[src/clock_generator_pkg.sv]
// Constants shared by the clock generator control block and its divider.
// Assumes an 8-bit register port with a 2-bit word address.
`default_nettype none
package clock_generator_pkg;
  // Register word addresses on the plain register port.
  localparam logic [1:0] OFF_CTRL_ONE = 2'h0;
  localparam logic [1:0] OFF_CTRL_TWO = 2'h1;
  localparam logic [1:0] OFF_STATUS   = 2'h2;
  // Reset values: internal-reference loop mode, bus divide by two.
  localparam logic [7:0] CTRL_ONE_RESET = 8'h04;
  localparam logic [7:0] CTRL_TWO_RESET = 8'h40;
  // Field positions of clock_control_one.
  localparam int SRC_LO       = 6;
  localparam int REFERENCE_DIVIDER_LO      = 3;
  localparam int LOOP_REFERENCE_SELECT_BIT    = 2;
  localparam int INT_REF_OUTPUT_ENABLE_BIT  = 1;
  localparam int INT_REF_STOP_KEEP_BIT = 0;
  // Field positions of clock_control_two.
  localparam int BUS_DIVIDER_LO      = 6;
  localparam int RANGE_BIT    = 5;
  localparam int HGO_BIT      = 4;
  localparam int LP_BIT       = 3;
  localparam int EXT_SOURCE_OSCILLATOR_BIT    = 2;
  localparam int EXT_REF_OUTPUT_ENABLE_BIT  = 1;
  localparam int EXT_REF_STOP_KEEP_BIT = 0;
  // Position of the mode status field in the status register.
  localparam int STATUS_LO    = 2;
  // Source select encodings.
  localparam logic [1:0] SRC_LOOP = 2'h0;
  localparam logic [1:0] SRC_INT  = 2'h1;
  localparam logic [1:0] SRC_EXT  = 2'h2;
  // The loop runs at two to this power times the divided reference.
  localparam int LOOP_MULT_LOG2 = 9;
  // Widths of the reference and bus divider counters.
  localparam int REFERENCE_DIVIDER_CNT_W = 7;
  localparam int BUS_DIVIDER_CNT_W = 3;
  // Width of the reference period measurement counter.
  localparam int PERIOD_W = 16;
endpackage : clock_generator_pkg
`default_nettype wire

[src/clock_source_control_regs.sv]
// Control registers and tick-level clock model of the clock generator.
// Assumes reference clock pins are asynchronous to clk; stop and debug
// levels come from logic on clk. Clocks are modelled as one-cycle ticks.
//
// Summary of operation
// - Source select picks loop, internal or external.
// - Reserved source encoding acts as loop select.
// - Reference divider divides by two to field.
// - Reference divider resets to divide by one.
// - Reference select bit picks internal or external.
// - Internal reference output gated by its enable.
// - Internal reference kept in stop when allowed.
// - Bus divider divides by 1, 2, 4, 8.
// - Bus divider resets to divide by two.
// - Range bit drives oscillator frequency range.
// - Gain bit drives oscillator high-gain mode.
// - Low-power bit disables loop when bypassed.
// - Source bit requests crystal or external clock.
// - External reference output gated by its enable.
// - External reference kept in stop when allowed.
// - Bus clock runs at half divided output.
// - Loop locks to 512 times divided reference.
// - Reset leaves internal-reference loop mode engaged.
// - Mode status follows source select after synchronisation.
//
// Added by the designer: the address-and-strobe port and the register offsets.
`default_nettype none
module clock_source_control_regs (
  input  wire logic       clk,
  input  wire logic       sys_rst,
  input  wire logic       clk_en,
  input  wire logic [1:0] reg_addr,
  input  wire logic [7:0] reg_wdata,
  input  wire logic       reg_wr,
  input  wire logic       reg_rd,
  output logic      [7:0] reg_rdata,
  input  wire logic       stop_mode,
  input  wire logic       debug_mode,
  input  wire logic       int_ref_clk,
  input  wire logic       ext_ref_clk,
  output logic            int_ref_enable,
  output logic            int_ref_clock_out,
  output logic            ext_ref_enable,
  output logic            ext_ref_clock_out,
  output logic            osc_high_range,
  output logic            osc_high_gain,
  output logic            ext_source_oscillator,
  output logic            loop_enable,
  output logic            loop_tick,
  output logic            divided_output_clock,
  output logic            bus_clock,
  output logic      [1:0] mode_status
);
  // Width of the period counters, declared ahead of its first use.
  localparam int PERIOD_W = clock_generator_pkg::PERIOD_W;

  logic [7:0] ctrl_one_r;       // The first control register.
  logic [7:0] ctrl_two_r;       // The second control register.
  logic [1:0] eff_src;          // Source select after reserved mapping.
  logic [1:0] status_stage_r;   // First stage of the status crossing.
  logic       pre_int_mode_r;   // An internal mode ran before stop.
  logic       pre_ext_mode_r;   // An external mode ran before stop.
  logic [1:0] pin_meta_r;       // First synchroniser stage per pin.
  logic [1:0] pin_sync_r;       // Second synchroniser stage per pin.
  logic [1:0] pin_prev_r;       // Previous synchronised level per pin.
  logic [1:0] pin_edge;         // Rising edge tick per reference pin.
  logic [1:0] ref_pins;         // Reference pins as a vector.
  logic       loop_ref_tick;    // Reference edge chosen for the loop.
  logic       div_ref_tick;     // Reference tick after the divider.
  logic [PERIOD_W-1:0] per_cnt_r;  // Cycles since the last divided tick.
  logic [PERIOD_W-1:0] loop_per_r; // Loop period in clk cycles.
  logic [PERIOD_W-1:0] loop_cnt_r; // Loop period count-up from zero.
  logic       src_tick;         // Tick of the selected source clock.
  logic       div_tick;         // Tick after the bus divider.
  logic       int_mode;         // Present mode uses the internal ref.
  logic       ext_mode;         // Present mode uses the external ref.

  assign ref_pins = {ext_ref_clk, int_ref_clk};

  // The reserved encoding falls back to the loop output.
  always_comb begin
    eff_src = ctrl_one_r[clock_generator_pkg::SRC_LO +: 2];
    if (eff_src == 2'h3) begin
      eff_src = clock_generator_pkg::SRC_LOOP;
    end
  end

  // Internal modes are loop with internal reference or internal bypass.
  always_comb begin
    int_mode = (eff_src == clock_generator_pkg::SRC_INT) ||
               ((eff_src == clock_generator_pkg::SRC_LOOP) &&
                ctrl_one_r[clock_generator_pkg::LOOP_REFERENCE_SELECT_BIT]);
    ext_mode = (eff_src == clock_generator_pkg::SRC_EXT) ||
               ((eff_src == clock_generator_pkg::SRC_LOOP) &&
                !ctrl_one_r[clock_generator_pkg::LOOP_REFERENCE_SELECT_BIT]);
  end

  // Register writes land on the clock edge of the write strobe.
  always_ff @(posedge clk or posedge sys_rst) begin
    if (sys_rst) begin
      ctrl_one_r <= clock_generator_pkg::CTRL_ONE_RESET;
      ctrl_two_r <= clock_generator_pkg::CTRL_TWO_RESET;
    end else if (clk_en && reg_wr) begin
      if (reg_addr == clock_generator_pkg::OFF_CTRL_ONE) begin
        ctrl_one_r <= reg_wdata;
      end
      if (reg_addr == clock_generator_pkg::OFF_CTRL_TWO) begin
        ctrl_two_r <= reg_wdata;
      end
    end
  end

  // Read data stands one cycle after the strobe; unmapped reads give zero.
  always_ff @(posedge clk or posedge sys_rst) begin
    if (sys_rst) begin
      reg_rdata <= 8'h00;
    end else if (clk_en && reg_rd) begin
      unique case (reg_addr)
        clock_generator_pkg::OFF_CTRL_ONE: reg_rdata <= ctrl_one_r;
        clock_generator_pkg::OFF_CTRL_TWO: reg_rdata <= ctrl_two_r;
        clock_generator_pkg::OFF_STATUS: begin
          reg_rdata <= 8'(mode_status) << clock_generator_pkg::STATUS_LO;
        end
        default: reg_rdata <= 8'h00;
      endcase
    end
  end

  // Status lags the select by two stages, as the real mode switch crosses
  // into the selected clock domain before it reports.
  always_ff @(posedge clk or posedge sys_rst) begin
    if (sys_rst) begin
      status_stage_r <= clock_generator_pkg::SRC_LOOP;
      mode_status    <= clock_generator_pkg::SRC_LOOP;
    end else if (clk_en) begin
      status_stage_r <= eff_src;
      mode_status    <= status_stage_r;
    end
  end

  // Each reference pin passes two flip-flops before edge detection.
  for (genvar g = 0; g < 2; g++) begin : g_pin
    always_ff @(posedge clk or posedge sys_rst) begin
      if (sys_rst) begin
        pin_meta_r[g] <= 1'b0;
        pin_sync_r[g] <= 1'b0;
        pin_prev_r[g] <= 1'b0;
      end else if (clk_en) begin
        pin_meta_r[g] <= ref_pins[g];
        pin_sync_r[g] <= pin_meta_r[g];
        pin_prev_r[g] <= pin_sync_r[g];
      end
    end
    assign pin_edge[g] = pin_sync_r[g] && !pin_prev_r[g];
  end

  // The loop reference is the internal pin when the select bit is one.
  assign loop_ref_tick = ctrl_one_r[clock_generator_pkg::LOOP_REFERENCE_SELECT_BIT] ?
                         pin_edge[0] : pin_edge[1];

  // Reference divider ahead of the loop.
  pow2_tick_divider #(
    .SEL_W (3),
    .CNT_W (clock_generator_pkg::REFERENCE_DIVIDER_CNT_W)
  ) u_ref_div (
    .clk      (clk),
    .sys_rst  (sys_rst),
    .clk_en   (clk_en),
    .in_tick  (loop_ref_tick),
    .sel      (ctrl_one_r[clock_generator_pkg::REFERENCE_DIVIDER_LO +: 3]),
    .out_tick (div_ref_tick)
  );

  // Frequency lock: measure the divided reference period and run the loop
  // at that period over 512. The period is quantised to whole clk cycles,
  // so the modelled loop frequency is only as fine as clk allows.
  always_ff @(posedge clk or posedge sys_rst) begin
    if (sys_rst) begin
      per_cnt_r  <= '0;
      loop_per_r <= PERIOD_W'(1);
    end else if (clk_en && loop_enable) begin
      if (div_ref_tick) begin
        // Restart at one so that the count at the next tick is the full period.
        per_cnt_r <= PERIOD_W'(1);
        if ((per_cnt_r >> clock_generator_pkg::LOOP_MULT_LOG2) != '0) begin
          loop_per_r <= per_cnt_r >> clock_generator_pkg::LOOP_MULT_LOG2;
        end else begin
          // A reference too fast for clk runs the loop at its ceiling.
          loop_per_r <= PERIOD_W'(1);
        end
      end else if (per_cnt_r != '1) begin
        per_cnt_r <= per_cnt_r + PERIOD_W'(1);
      end
    end
  end

  // Loop oscillator: one tick per measured loop period while enabled.
  always_ff @(posedge clk or posedge sys_rst) begin
    if (sys_rst) begin
      loop_cnt_r <= '0;
      loop_tick  <= 1'b0;
    end else if (clk_en) begin
      loop_tick <= 1'b0;
      if (!loop_enable) begin
        loop_cnt_r <= '0;
      end else if (loop_cnt_r + PERIOD_W'(1) >= loop_per_r) begin
        loop_cnt_r <= '0;
        loop_tick  <= 1'b1;
      end else begin
        loop_cnt_r <= loop_cnt_r + PERIOD_W'(1);
      end
    end
  end

  // The loop stops in stop, and in bypass modes with low power set
  // unless the debugger needs its clock.
  always_ff @(posedge clk or posedge sys_rst) begin
    if (sys_rst) begin
      loop_enable <= 1'b1;
    end else if (clk_en) begin
      loop_enable <= !stop_mode &&
        !((eff_src != clock_generator_pkg::SRC_LOOP) &&
          ctrl_two_r[clock_generator_pkg::LP_BIT] && !debug_mode);
    end
  end

  // Source selection ahead of the bus divider; nothing runs in stop.
  always_comb begin
    unique case (eff_src)
      clock_generator_pkg::SRC_INT: src_tick = pin_edge[0];
      clock_generator_pkg::SRC_EXT: src_tick = pin_edge[1];
      default:                      src_tick = loop_tick;
    endcase
    src_tick = src_tick && !stop_mode;
  end

  // Bus divider producing the divided output clock ticks.
  pow2_tick_divider #(
    .SEL_W (2),
    .CNT_W (clock_generator_pkg::BUS_DIVIDER_CNT_W)
  ) u_bus_div (
    .clk      (clk),
    .sys_rst  (sys_rst),
    .clk_en   (clk_en),
    .in_tick  (src_tick),
    .sel      (ctrl_two_r[clock_generator_pkg::BUS_DIVIDER_LO +: 2]),
    .out_tick (div_tick)
  );

  // Divided output toggles on each tick; the bus clock on every second.
  always_ff @(posedge clk or posedge sys_rst) begin
    if (sys_rst) begin
      divided_output_clock <= 1'b0;
      bus_clock            <= 1'b0;
    end else if (clk_en && div_tick) begin
      divided_output_clock <= !divided_output_clock;
      if (divided_output_clock) begin
        bus_clock <= !bus_clock;
      end
    end
  end

  // Remember which reference the mode used while not stopped.
  always_ff @(posedge clk or posedge sys_rst) begin
    if (sys_rst) begin
      pre_int_mode_r <= 1'b1;
      pre_ext_mode_r <= 1'b0;
    end else if (clk_en && !stop_mode) begin
      pre_int_mode_r <= int_mode;
      pre_ext_mode_r <= ext_mode;
    end
  end

  // Reference enables: on while running when used or requested; in stop
  // only if the keep bit is set and the reference was in use or requested.
  always_ff @(posedge clk or posedge sys_rst) begin
    if (sys_rst) begin
      int_ref_enable <= 1'b1;
      ext_ref_enable <= 1'b0;
    end else if (clk_en) begin
      if (stop_mode) begin
        int_ref_enable <= ctrl_one_r[clock_generator_pkg::INT_REF_STOP_KEEP_BIT] &&
          (ctrl_one_r[clock_generator_pkg::INT_REF_OUTPUT_ENABLE_BIT] || pre_int_mode_r);
        ext_ref_enable <= ctrl_two_r[clock_generator_pkg::EXT_REF_STOP_KEEP_BIT] &&
          (ctrl_two_r[clock_generator_pkg::EXT_REF_OUTPUT_ENABLE_BIT] || pre_ext_mode_r);
      end else begin
        int_ref_enable <= int_mode || ctrl_one_r[clock_generator_pkg::INT_REF_OUTPUT_ENABLE_BIT];
        ext_ref_enable <= ext_mode || ctrl_two_r[clock_generator_pkg::EXT_REF_OUTPUT_ENABLE_BIT];
      end
    end
  end

  // Gated reference outputs and oscillator controls.
  always_ff @(posedge clk or posedge sys_rst) begin
    if (sys_rst) begin
      int_ref_clock_out     <= 1'b0;
      ext_ref_clock_out     <= 1'b0;
      osc_high_range        <= 1'b0;
      osc_high_gain         <= 1'b0;
      ext_source_oscillator <= 1'b0;
    end else if (clk_en) begin
      int_ref_clock_out <= pin_sync_r[0] && int_ref_enable &&
                           ctrl_one_r[clock_generator_pkg::INT_REF_OUTPUT_ENABLE_BIT];
      ext_ref_clock_out <= pin_sync_r[1] && ext_ref_enable &&
                           ctrl_two_r[clock_generator_pkg::EXT_REF_OUTPUT_ENABLE_BIT];
      osc_high_range        <= ctrl_two_r[clock_generator_pkg::RANGE_BIT];
      osc_high_gain         <= ctrl_two_r[clock_generator_pkg::HGO_BIT];
      ext_source_oscillator <= ctrl_two_r[clock_generator_pkg::EXT_SOURCE_OSCILLATOR_BIT];
    end
  end

  // Checks on the logic above.
  a_reserved_as_loop: assert property (
    @(posedge clk) disable iff (sys_rst)
    ctrl_one_r[clock_generator_pkg::SRC_LO +: 2] == 2'h3
    |-> src_tick == (loop_tick && !stop_mode))
    else $error("Reserved source encoding did not select the loop.");
  a_read_ctrl_one: assert property (
    @(posedge clk) disable iff (sys_rst)
    clk_en && reg_rd && reg_addr == clock_generator_pkg::OFF_CTRL_ONE
    |=> reg_rdata == $past(ctrl_one_r))
    else $error("Read of first control register returned wrong data.");
  a_write_ctrl_two: assert property (
    @(posedge clk) disable iff (sys_rst)
    clk_en && reg_wr && reg_addr == clock_generator_pkg::OFF_CTRL_TWO
    |=> ctrl_two_r == $past(reg_wdata))
    else $error("Write to second control register was lost.");
  a_status_lag: assert property (
    @(posedge clk) disable iff (sys_rst)
    clk_en ##1 clk_en ##1 1'b1 |-> mode_status == $past(eff_src, 2))
    else $error("Mode status does not follow the select two cycles late.");
  a_stop_int_off: assert property (
    @(posedge clk) disable iff (sys_rst)
    clk_en && stop_mode && !ctrl_one_r[clock_generator_pkg::INT_REF_STOP_KEEP_BIT]
    |=> !int_ref_enable)
    else $error("Internal reference left running in stop.");
  a_stop_ext_off: assert property (
    @(posedge clk) disable iff (sys_rst)
    clk_en && stop_mode && !ctrl_two_r[clock_generator_pkg::EXT_REF_STOP_KEEP_BIT]
    |=> !ext_ref_enable)
    else $error("External reference left running in stop.");
  a_loop_lp_off: assert property (
    @(posedge clk) disable iff (sys_rst)
    clk_en && eff_src != clock_generator_pkg::SRC_LOOP && !debug_mode &&
    ctrl_two_r[clock_generator_pkg::LP_BIT] |=> !loop_enable)
    else $error("Loop stayed enabled in low-power bypass.");
  a_int_out_gate: assert property (
    @(posedge clk) disable iff (sys_rst)
    clk_en && !ctrl_one_r[clock_generator_pkg::INT_REF_OUTPUT_ENABLE_BIT]
    |=> !int_ref_clock_out)
    else $error("Internal reference output active while disabled.");
  a_bus_half: assert property (
    @(posedge clk) disable iff (sys_rst)
    clk_en && div_tick && divided_output_clock |=> bus_clock != $past(bus_clock))
    else $error("Bus clock did not toggle on every second divided tick.");
endmodule : clock_source_control_regs
`default_nettype wire

[src/pow2_tick_divider.sv]
// Divides a stream of one-cycle ticks by two raised to a select value.
// Assumes the input ticks and select are synchronous to clk.
`default_nettype none
module pow2_tick_divider #(
  parameter int SEL_W = 3,
  parameter int CNT_W = 7
) (
  input  wire logic             clk,
  input  wire logic             sys_rst,
  input  wire logic             clk_en,
  input  wire logic             in_tick,
  input  wire logic [SEL_W-1:0] sel,
  output logic                  out_tick
);
  logic [CNT_W-1:0] cnt_r;  // Counts input ticks.
  logic [CNT_W-1:0] mask;   // Low bits that must be all ones to emit.

  // A select of n passes every 2**n-th tick; select zero passes all.
  always_comb begin
    mask = CNT_W'((1 << sel) - 1);
  end

  // The counter only advances on input ticks, so the ratio is exact.
  always_ff @(posedge clk or posedge sys_rst) begin
    if (sys_rst) begin
      cnt_r    <= '0;
      out_tick <= 1'b0;
    end else if (clk_en) begin
      out_tick <= in_tick && ((cnt_r & mask) == mask);
      if (in_tick) begin
        cnt_r <= cnt_r + CNT_W'(1);
      end
    end
  end
endmodule : pow2_tick_divider
`default_nettype wire

[config.mk]
export PLATFORM = sky130hd
export DESIGN_NAME = clock_source_control_regs
export DESIGN_NICKNAME = d
export VERILOG_FILES = /design/src/clock_generator_pkg.sv /design/src/clock_source_control_regs.sv /design/src/pow2_tick_divider.sv
export SDC_FILE = /design/constraint.sdc
export NUM_CORES = 1
export LEC_CHECK = 0
export BUFFER_PORTS_ARGS = -buffer_cell sky130_fd_sc_hd__buf_4
export CAP_MARGIN = 20
export CORE_UTILIZATION = 45
export DETAILED_ROUTE_END_ITERATION = 8
export HOLD_SLACK_MARGIN = 0.05
export PLACE_DENSITY = 0.66
export SLEW_MARGIN = 20
export SYNTH_ARGS = -nofsm -noshare
export SYNTH_HDL_FRONTEND = slang
export SYNTH_HIERARCHICAL = 1
export SYNTH_SLANG_ARGS = --single-unit
export TNS_END_PERCENT = 100
[constraint.sdc]
create_clock -name clk -period 8.15 [get_ports clk]
set_clock_uncertainty 0.1 [all_clocks]
set_input_delay 1.63 -clock clk [delete_from_list [all_inputs] [get_ports clk]]
set_output_delay 1.63 -clock clk [all_outputs]
set_load 0.005 [all_outputs]
==> summary.md, run 1 <==
| Metric | Value |
|---|---|
| Post-CTS Setup Inserts | `0` |
| Combinational group share of total power | `approximately 23%` |
| DRT Pass-1 Iters | `4` |
| Crit path max fanout | `between 50 and 60` |
| Hold buffers post-CTS | `0` |
| Placer congestion estimate | `0.8082` |
| Post-Place Cells | `621` |
| Detailed placement HPWL | `between 6 and 7 mm` |
| Register share of total power | `52.3%` |
| Diodes inserted | `0` |
| Via/cell ratio | `5.369` |
| Most common cell in the synthesized netlist | `dfrtp_1` |
| Slew headroom | `between 30% and 40%` |
| Clk sinks | `between 90 and 100` |
| Largest net degree at the start of global routing | `87` |
| Ys async rst share | `100.0%` |
| Seq/Total Area, Yosys | `around half` |
| RSZ-0062 raised after global routing | `no` |
| Initial antenna violation count | `0` |
| Nets | `about 530` |
| CTS Buf Count | `9` |
| Total number of vias | `between 3,000 and 4,000` |
| Htree depth | `3` |
| Yosys top cell area share | `approximately half` |
| I/O pins | `40` |
| EDFF count, synth | `0` |
| Antenna Nets Post-Route | `0` |
| Switching power | `a little over 0.0004 W` |
| Main synth FF type | `dfrtp_1` |
| Vias in the first global route | `~3,400` |
| Clk pwr share | `about 25%` |
| Clock root cell | `clkbuf_8` |
| Worst R2R End | `loop_tick` |
| Fin. Hold Viols | `0` |
| Synth unique cells | `54` |
| Cells on worst reg2reg path | `11` |
| Crit. End Element | `flip-flop` |
| Hold Crit Start | `u_ref_div/cnt_r[6]` |
| Worst setup SP type | `primary input` |
| Peak supply drop | `~0.13 mV` |
| Synth warn | `6` |
| Chip width | `~100 um` |
| Worst Hold Path EP | `u_ref_div/cnt_r[6]` |
| Synth Register Bits | `98` |
| WP data arrival | `~3.4 ns` |
| Reg2Reg Launch Point | `loop_cnt_r[0]` |
| Top cells by count, synth | `dfrtp_1, o21ai_0, nand2_1` |
| GR Util All Layers | `a little under a fifth` |
| Tcrit/Tclk final | `39.26%` |
| Initial Util | `between 40 and 50%` |
| Core Util, Final | `52.57%` |
| Mean Syn Cell Area | `approximately 10 um^2` |
| Flop2flop setup slack | `a little over 5 ns` |
| Total negative setup slack | `0 ns` |
| IO Port Bufs | `39` |
| Clk buf depth | `2` |
| Core region area | `between 10,000 and 15,000 um^2` |
| 1st-iter DRT viols | `209` |
| WP data required | `between 8 and 9 ns` |
| Setup violators final | `0` |
| Synth area leaders | `dfrtp_1, mux2_2, o21ai_0, xnor2_1, ha_1` |
| Fin cells | `637` |
| Area growth, synth to finish | `13.33%` |
| Gr ovfl total | `0` |
| Clock slew at reported path FFs | `0.09 ns` |
| Clk Latency, worst-skew pair | `about 0.38 ns` |
| Die ar. | `around 11,000 um^2` |
| Max Slew Vio Count | `0` |
| P_int | `0.0009076 W` |
| DRC violations left | `0` |
| Hold Path Class | `reg2reg` |
| Layout cell share with drive strength beyond 1 | `between 20% and 30%` |
| Post-synthesis instance total | `about 460` |
| Placed cell areas | `5201 um^2` |
| Leakage power | `~2.4 nW` |
| Post-Synthesis Cell Area | `4767 um^2` |
| Status | `complete, no violations` |
| Design area | `roughly 5400 um^2` |
| # resized after CTS | `0` |
| Power Density | `approximately 240 nW/um^2` |
| Crit path kind | `in2reg` |
| DR WL/cell | `approximately 15 um` |
| Post-synth top area cell | `dfrtp_1` |
| Row cnt | `37` |
| Least-Margin Pin Slew | `0.9169 ns` |
| Clock period minus worst slack | `3.199 ns` |
| CTS tree | `done` |
| WHS Path Cells | `1` |
| Die span in y | `about 100 um` |
| First-pass GRT wire length | `~16 mm` |
| Max Cap Viol | `0` |
| Routed wire length | `about 9.6 mm` |
| Sw frac | `a little under a third` |
| Synthesized Nets | `488` |
| FMAX | `~0.31 GHz` |
[final cells by class]
class                      instances  area (um^2)
clock buffer                      14        162.7
clock inverter                     2        35.03
fill                             959         4875
inverter                          31        117.6
multi-input combinational        315         2146
sequential                        98         2460
tap                              136        170.2
timing repair buffer              41        311.5
[metal layers]
metal  global-route usage, %  wire length (um)  up-vias
met4                   8.551               173        0
met1                   24.82              4655     1693
met3                   3.743               290       11
li1                        -                 -     1660
met2                   29.75              4481       56
met5                       0                 0        -
[registers in the layout, indices dropped and copies added (netlist names), 2 cells and up]
signal           cells
ctrl_two_r           8
ctrl_one_r           8
per_cnt_r           16
u_ref_div/cnt_r      7
pin_meta_r           2
status_stage_r       2
reg_rdata            8
pin_sync_r           2
loop_cnt_r          16
loop_per_r           7
mode_status          2
u_bus_div/cnt_r      3
pin_prev_r           2
[worst max path at each step]
stage | depth (start not counted) | to | startpoint
5_1_grt | 6 | per_cnt_r[9] | clk_en
3_5_place_dp | 6 | per_cnt_r[5] | clk_en
2_1_floorplan | 1 | bus_clock | sys_rst
6_report | 6 | per_cnt_r[5] | clk_en
3_3_place_gp | 7 | per_cnt_r[15] | clk_en
4_1_cts | 6 | per_cnt_r[5] | clk_en
[cell usage in the layout, fill, tap and decap left out, types with 3 or more instances in the layout]
master,instances
nor3b_1,3
o21ai_0,39
clkbuf_1,3
nor3_1,10
clkbuf_8,11
inv_1,30
xnor2_1,20
dfstp_2,6
ha_1,13
a21o_1,3
mux2i_1,9
nor2b_1,12
dfrtp_1,92
buf_4,40
or3_1,6
a21oi_1,18
o2111ai_1,3
nor2_1,36
nand4_1,13
xor2_1,10
nand2_1,37
mux2_2,27
nand3_1,12
[power groups by stage]
stage	clock network, W	logic [W]	registers (W)
after floorplan	0	0.000208	0.000671
after global placement	0	0.000290	0.000690
after detailed placement	0	0.000304	0.000695
after CTS	0.000336	0.000305	0.000687
after global routing	0.000352	0.000338	0.000702
final	0.000327	0.000300	0.000687
[logic make-up (layout without fill, tap and decap cells)]
kind of cell | after synthesis | after routing | share of synthesized area, %
buffers and inverters | 43 | 88 | 3.386
flip-flops | 98 | 98 | 51.60
adder cells (fa/ha/maj) | 13 | 13 | 3.412
XOR/XNOR | 30 | 30 | 5.512
AO/OA/AOI/OAI | 80 | 80 | 10.47
multiplexers | 38 | 38 | 8.898
AND/OR/NAND/NOR | 154 | 154 | 16.72
[critical path, stage by stage]
cell     delay [ns]
buf_4          0.47
and2_0         0.36
nand4_1        0.18
a21o_1         0.26
or3_1          0.33
a21oi_1        0.14
[per-stage QoR]
stage	worst slack (ns)	power, W	hold slack, ns
after floorplan	4.208	0.0008789	0.3365
after global placement	4.625	0.0009804	0.3504
after detailed placement	4.551	0.0009991	0.3546
after CTS	4.970	0.001328	0.3752
after global routing	4.845	0.001392	0.3861
final	4.951	0.001313	0.3752
(Power assumes the default switching activity.)
==> run 2: changes to the inputs <==
==> constraint.sdc (replaced) <==
create_clock -name clk -period 3 [get_ports clk]
set_clock_uncertainty 0.1 [all_clocks]
set_input_delay 0.6 -clock clk [delete_from_list [all_inputs] [get_ports clk]]
set_output_delay 0.6 -clock clk [all_outputs]
set_load 0.005 [all_outputs]
==> summary.md, run 2 (synthesis results as in run 1) <==
| Metric | Value |
|---|---|
| Die ar. | `approximately 11,000 um^2` |
| Core region area | `slightly above 10,000 um^2` |
| Clk Latency, worst-skew pair | `~0.36 ns` |
| Crit path max fanout | `8` |
| Most frequent cells in the layout | `dfrtp_1, buf_4, o21ai_0` |
| Gr ovfl total | `0` |
| Peak supply drop | `0.3441 mV` |
| WHS Path Cells | `3` |
| GR Util All Layers | `between 15 and 20%` |
| Crit path largest cell delay | `0.42 ns` |
| 1st-iter DRT viols | `around 120` |
| Clk buf depth | `2` |
| Chip width | `roughly 100 um` |
| Worst setup SP type | `flip-flop` |
| Clock period minus worst slack | `approximately 2.8 ns` |
| Placer congestion estimate | `0.7984` |
| Largest net degree at the start of global routing | `44` |
| Top cell by count, worst path | `ha_1` |
| Fin cells | `643` |
| Worst path bufs/invs | `0` |
| DRC violations left | `0` |
| Total negative setup slack | `0 ns` |
| Nets | `534` |
| WP data required | `3.14 ns` |
| I/O pins | `40` |
| Antenna Nets Post-Route | `0` |
| Fin. Hold Viols | `0` |
| Clock slew at reported path FFs | `approximately 0.090 ns` |
| Largest regs | `loop_cnt_r: 16 flops, per_cnt_r: 16 flops` |
| Area growth, synth to finish | `14.59%` |
| Initial antenna violation count | `0` |
| Vias in the first global route | `about 3,400` |
| Crit-path cells | `ha_1, nand3_2, xnor2_1, ha_1, a21o_1, a21oi_1, o21ai_0, a32oi_4, a21boi_1, mux2_4` |
| Htree depth | `3` |
| Status | `complete, no violations` |
| Clock root cell | `clkbuf_8` |
| Hold Crit Start | `reg_wdata[6]` |
| Crit path kind | `reg2reg` |
| Diodes inserted | `0` |
| Initial Util | `46.38%` |
| Setup violators final | `0` |
| Hold Path Class | `in2reg` |
| IO Port Bufs | `39` |
| Leakage power | `2.440 nW` |
| Crit. End Element | `flip-flop` |
| Total number of vias | `3,427` |
| # resized after CTS | `0` |
| Post-CTS Setup Inserts | `0` |
| Slew headroom | `between 70% and 80%` |
| Slowest-stage cell, CP | `dfrtp_1` |
| FMAX | `between 0.3 and 0.4 GHz` |
| Detailed placement HPWL | `between 6 and 7 mm` |
| Layout cell share with drive strength beyond 1 | `~22%` |
| CTS tree | `done` |
| Routed wire length | `around 9.5 mm` |
| Hold buffers post-CTS | `1` |
| RSZ-0062 raised after global routing | `no` |
| Reg2Reg Launch Point | `loop_cnt_r[0]` |
| Power Density | `~650 nW/um^2` |
| Max Cap Viol | `0` |
| Clk sinks | `~100` |
| Final Total Pwr | `between 0.003 and 0.004 W` |
| Max Slew Vio Count | `0` |
| Worst R2R End | `loop_tick` |
| Cells on worst reg2reg path | `10` |
| DRT Pass-1 Iters | `4` |
| CTS Buf Count | `9` |
| Kind of cell adding the most delay to the critical path | `compound AO/OA/AOI/OAI gates` |
| Die span in y | `roughly 100 um` |
| DR WL/cell | `14.74 um` |
| Via/cell ratio | `5.330` |
| Post-Place Cells | `~630` |
| First-pass GRT wire length | `about 16 mm` |
| Worst Hold Path EP | `ctrl_one_r[6]` |
| Flop2flop setup slack | `0.22 ns` |
| Least-Margin Pin Slew | `approximately 0.42 ns` |
| Tcrit/Tclk final | `between 90% and 100%` |
| Most common cell after layout, fill and taps aside | `dfrtp_1` |
| WP data arrival | `between 2 and 3 ns` |
| Row cnt | `37` |
-- run 2: cell types whose count changed in the layout (fill, tap and decap cells not counted), sizes merged --
cell	delta
clkinvlp	+1
dlygate4sd3	+1
inv	+2
clkbuf	-3
buf	+5
-- run 2: worst max-delay path by stage --
| stage | slack (ns) | cells past startpoint | end | from |
|---|---|---|---|---|
| after floorplan | 0.09 | 1 | bus_clock | sys_rst |
| after global placement | 0.38 | 10 | loop_tick | loop_cnt_r[0] |
| after detailed placement | 0.25 | 10 | loop_tick | loop_cnt_r[0] |
| after CTS | 0.24 | 10 | loop_tick | loop_cnt_r[0] |
| after global routing | 0.04 | 10 | loop_tick | loop_cnt_r[0] |
| final | 0.22 | 10 | loop_tick | loop_cnt_r[0] |
-- run 2: power breakdown --
part	internal (W)	switching (W)	leakage (nW)	total, W
Sequential	0.00162	0.000251	1.24	0.00187
Clock	0.000414	0.000467	0.100	0.000881
Combinational	0.000422	0.000401	1.10	0.000823
-- run 2: through the flow --
step	hold WS (ns)	utilization, %	setup slack (ns)	cell area, um^2
after CTS	0.3456	53.15	0.2395	5463
after floorplan	0.2661	-	0.08808	4767
final	0.3552	53.15	0.2162	5463
after global routing	0.3433	53.15	0.03816	5463
after global placement	0.3586	51.10	0.3779	5251
after detailed placement	0.3558	51.10	0.2542	5251
-- run 2: worst reg2reg max path: stages, from the launching register on --
cell      delay [ns]
dfrtp_1         0.42
ha_1            0.27
nand3_2         0.18
xnor2_1         0.18
ha_1            0.31
a21o_1          0.16
a21oi_1         0.15
o21ai_0         0.16
a32oi_4         0.36
a21boi_1        0.12
mux2_4          0.27
-- run 2: final cells by class --
| type | count | area (um^2) |
|---|---|---|
| clock buffer | 11 | 141.4 |
| clock inverter | 5 | 60.06 |
| fill | 933 | 4815 |
| inverter | 31 | 117.6 |
| multi-input combinational | 315 | 2146 |
| sequential | 98 | 2460 |
| tap | 136 | 170.2 |
| timing repair buffer | 47 | 367.9 |
-- run 2: metal layers --
layer / share of wire, % / wire [um] / GRT usage [%] / vias to the layer above
li1: - / - / - / 1670
met3: 3.0 / 284 / 3.431 / 11
met2: 48 / 4510 / 30.04 / 60
met1: 48 / 4550 / 24.78 / 1686
met4: 1.4 / 131 / 6.237 / 0
met5: 0 / 0 / 0 / -
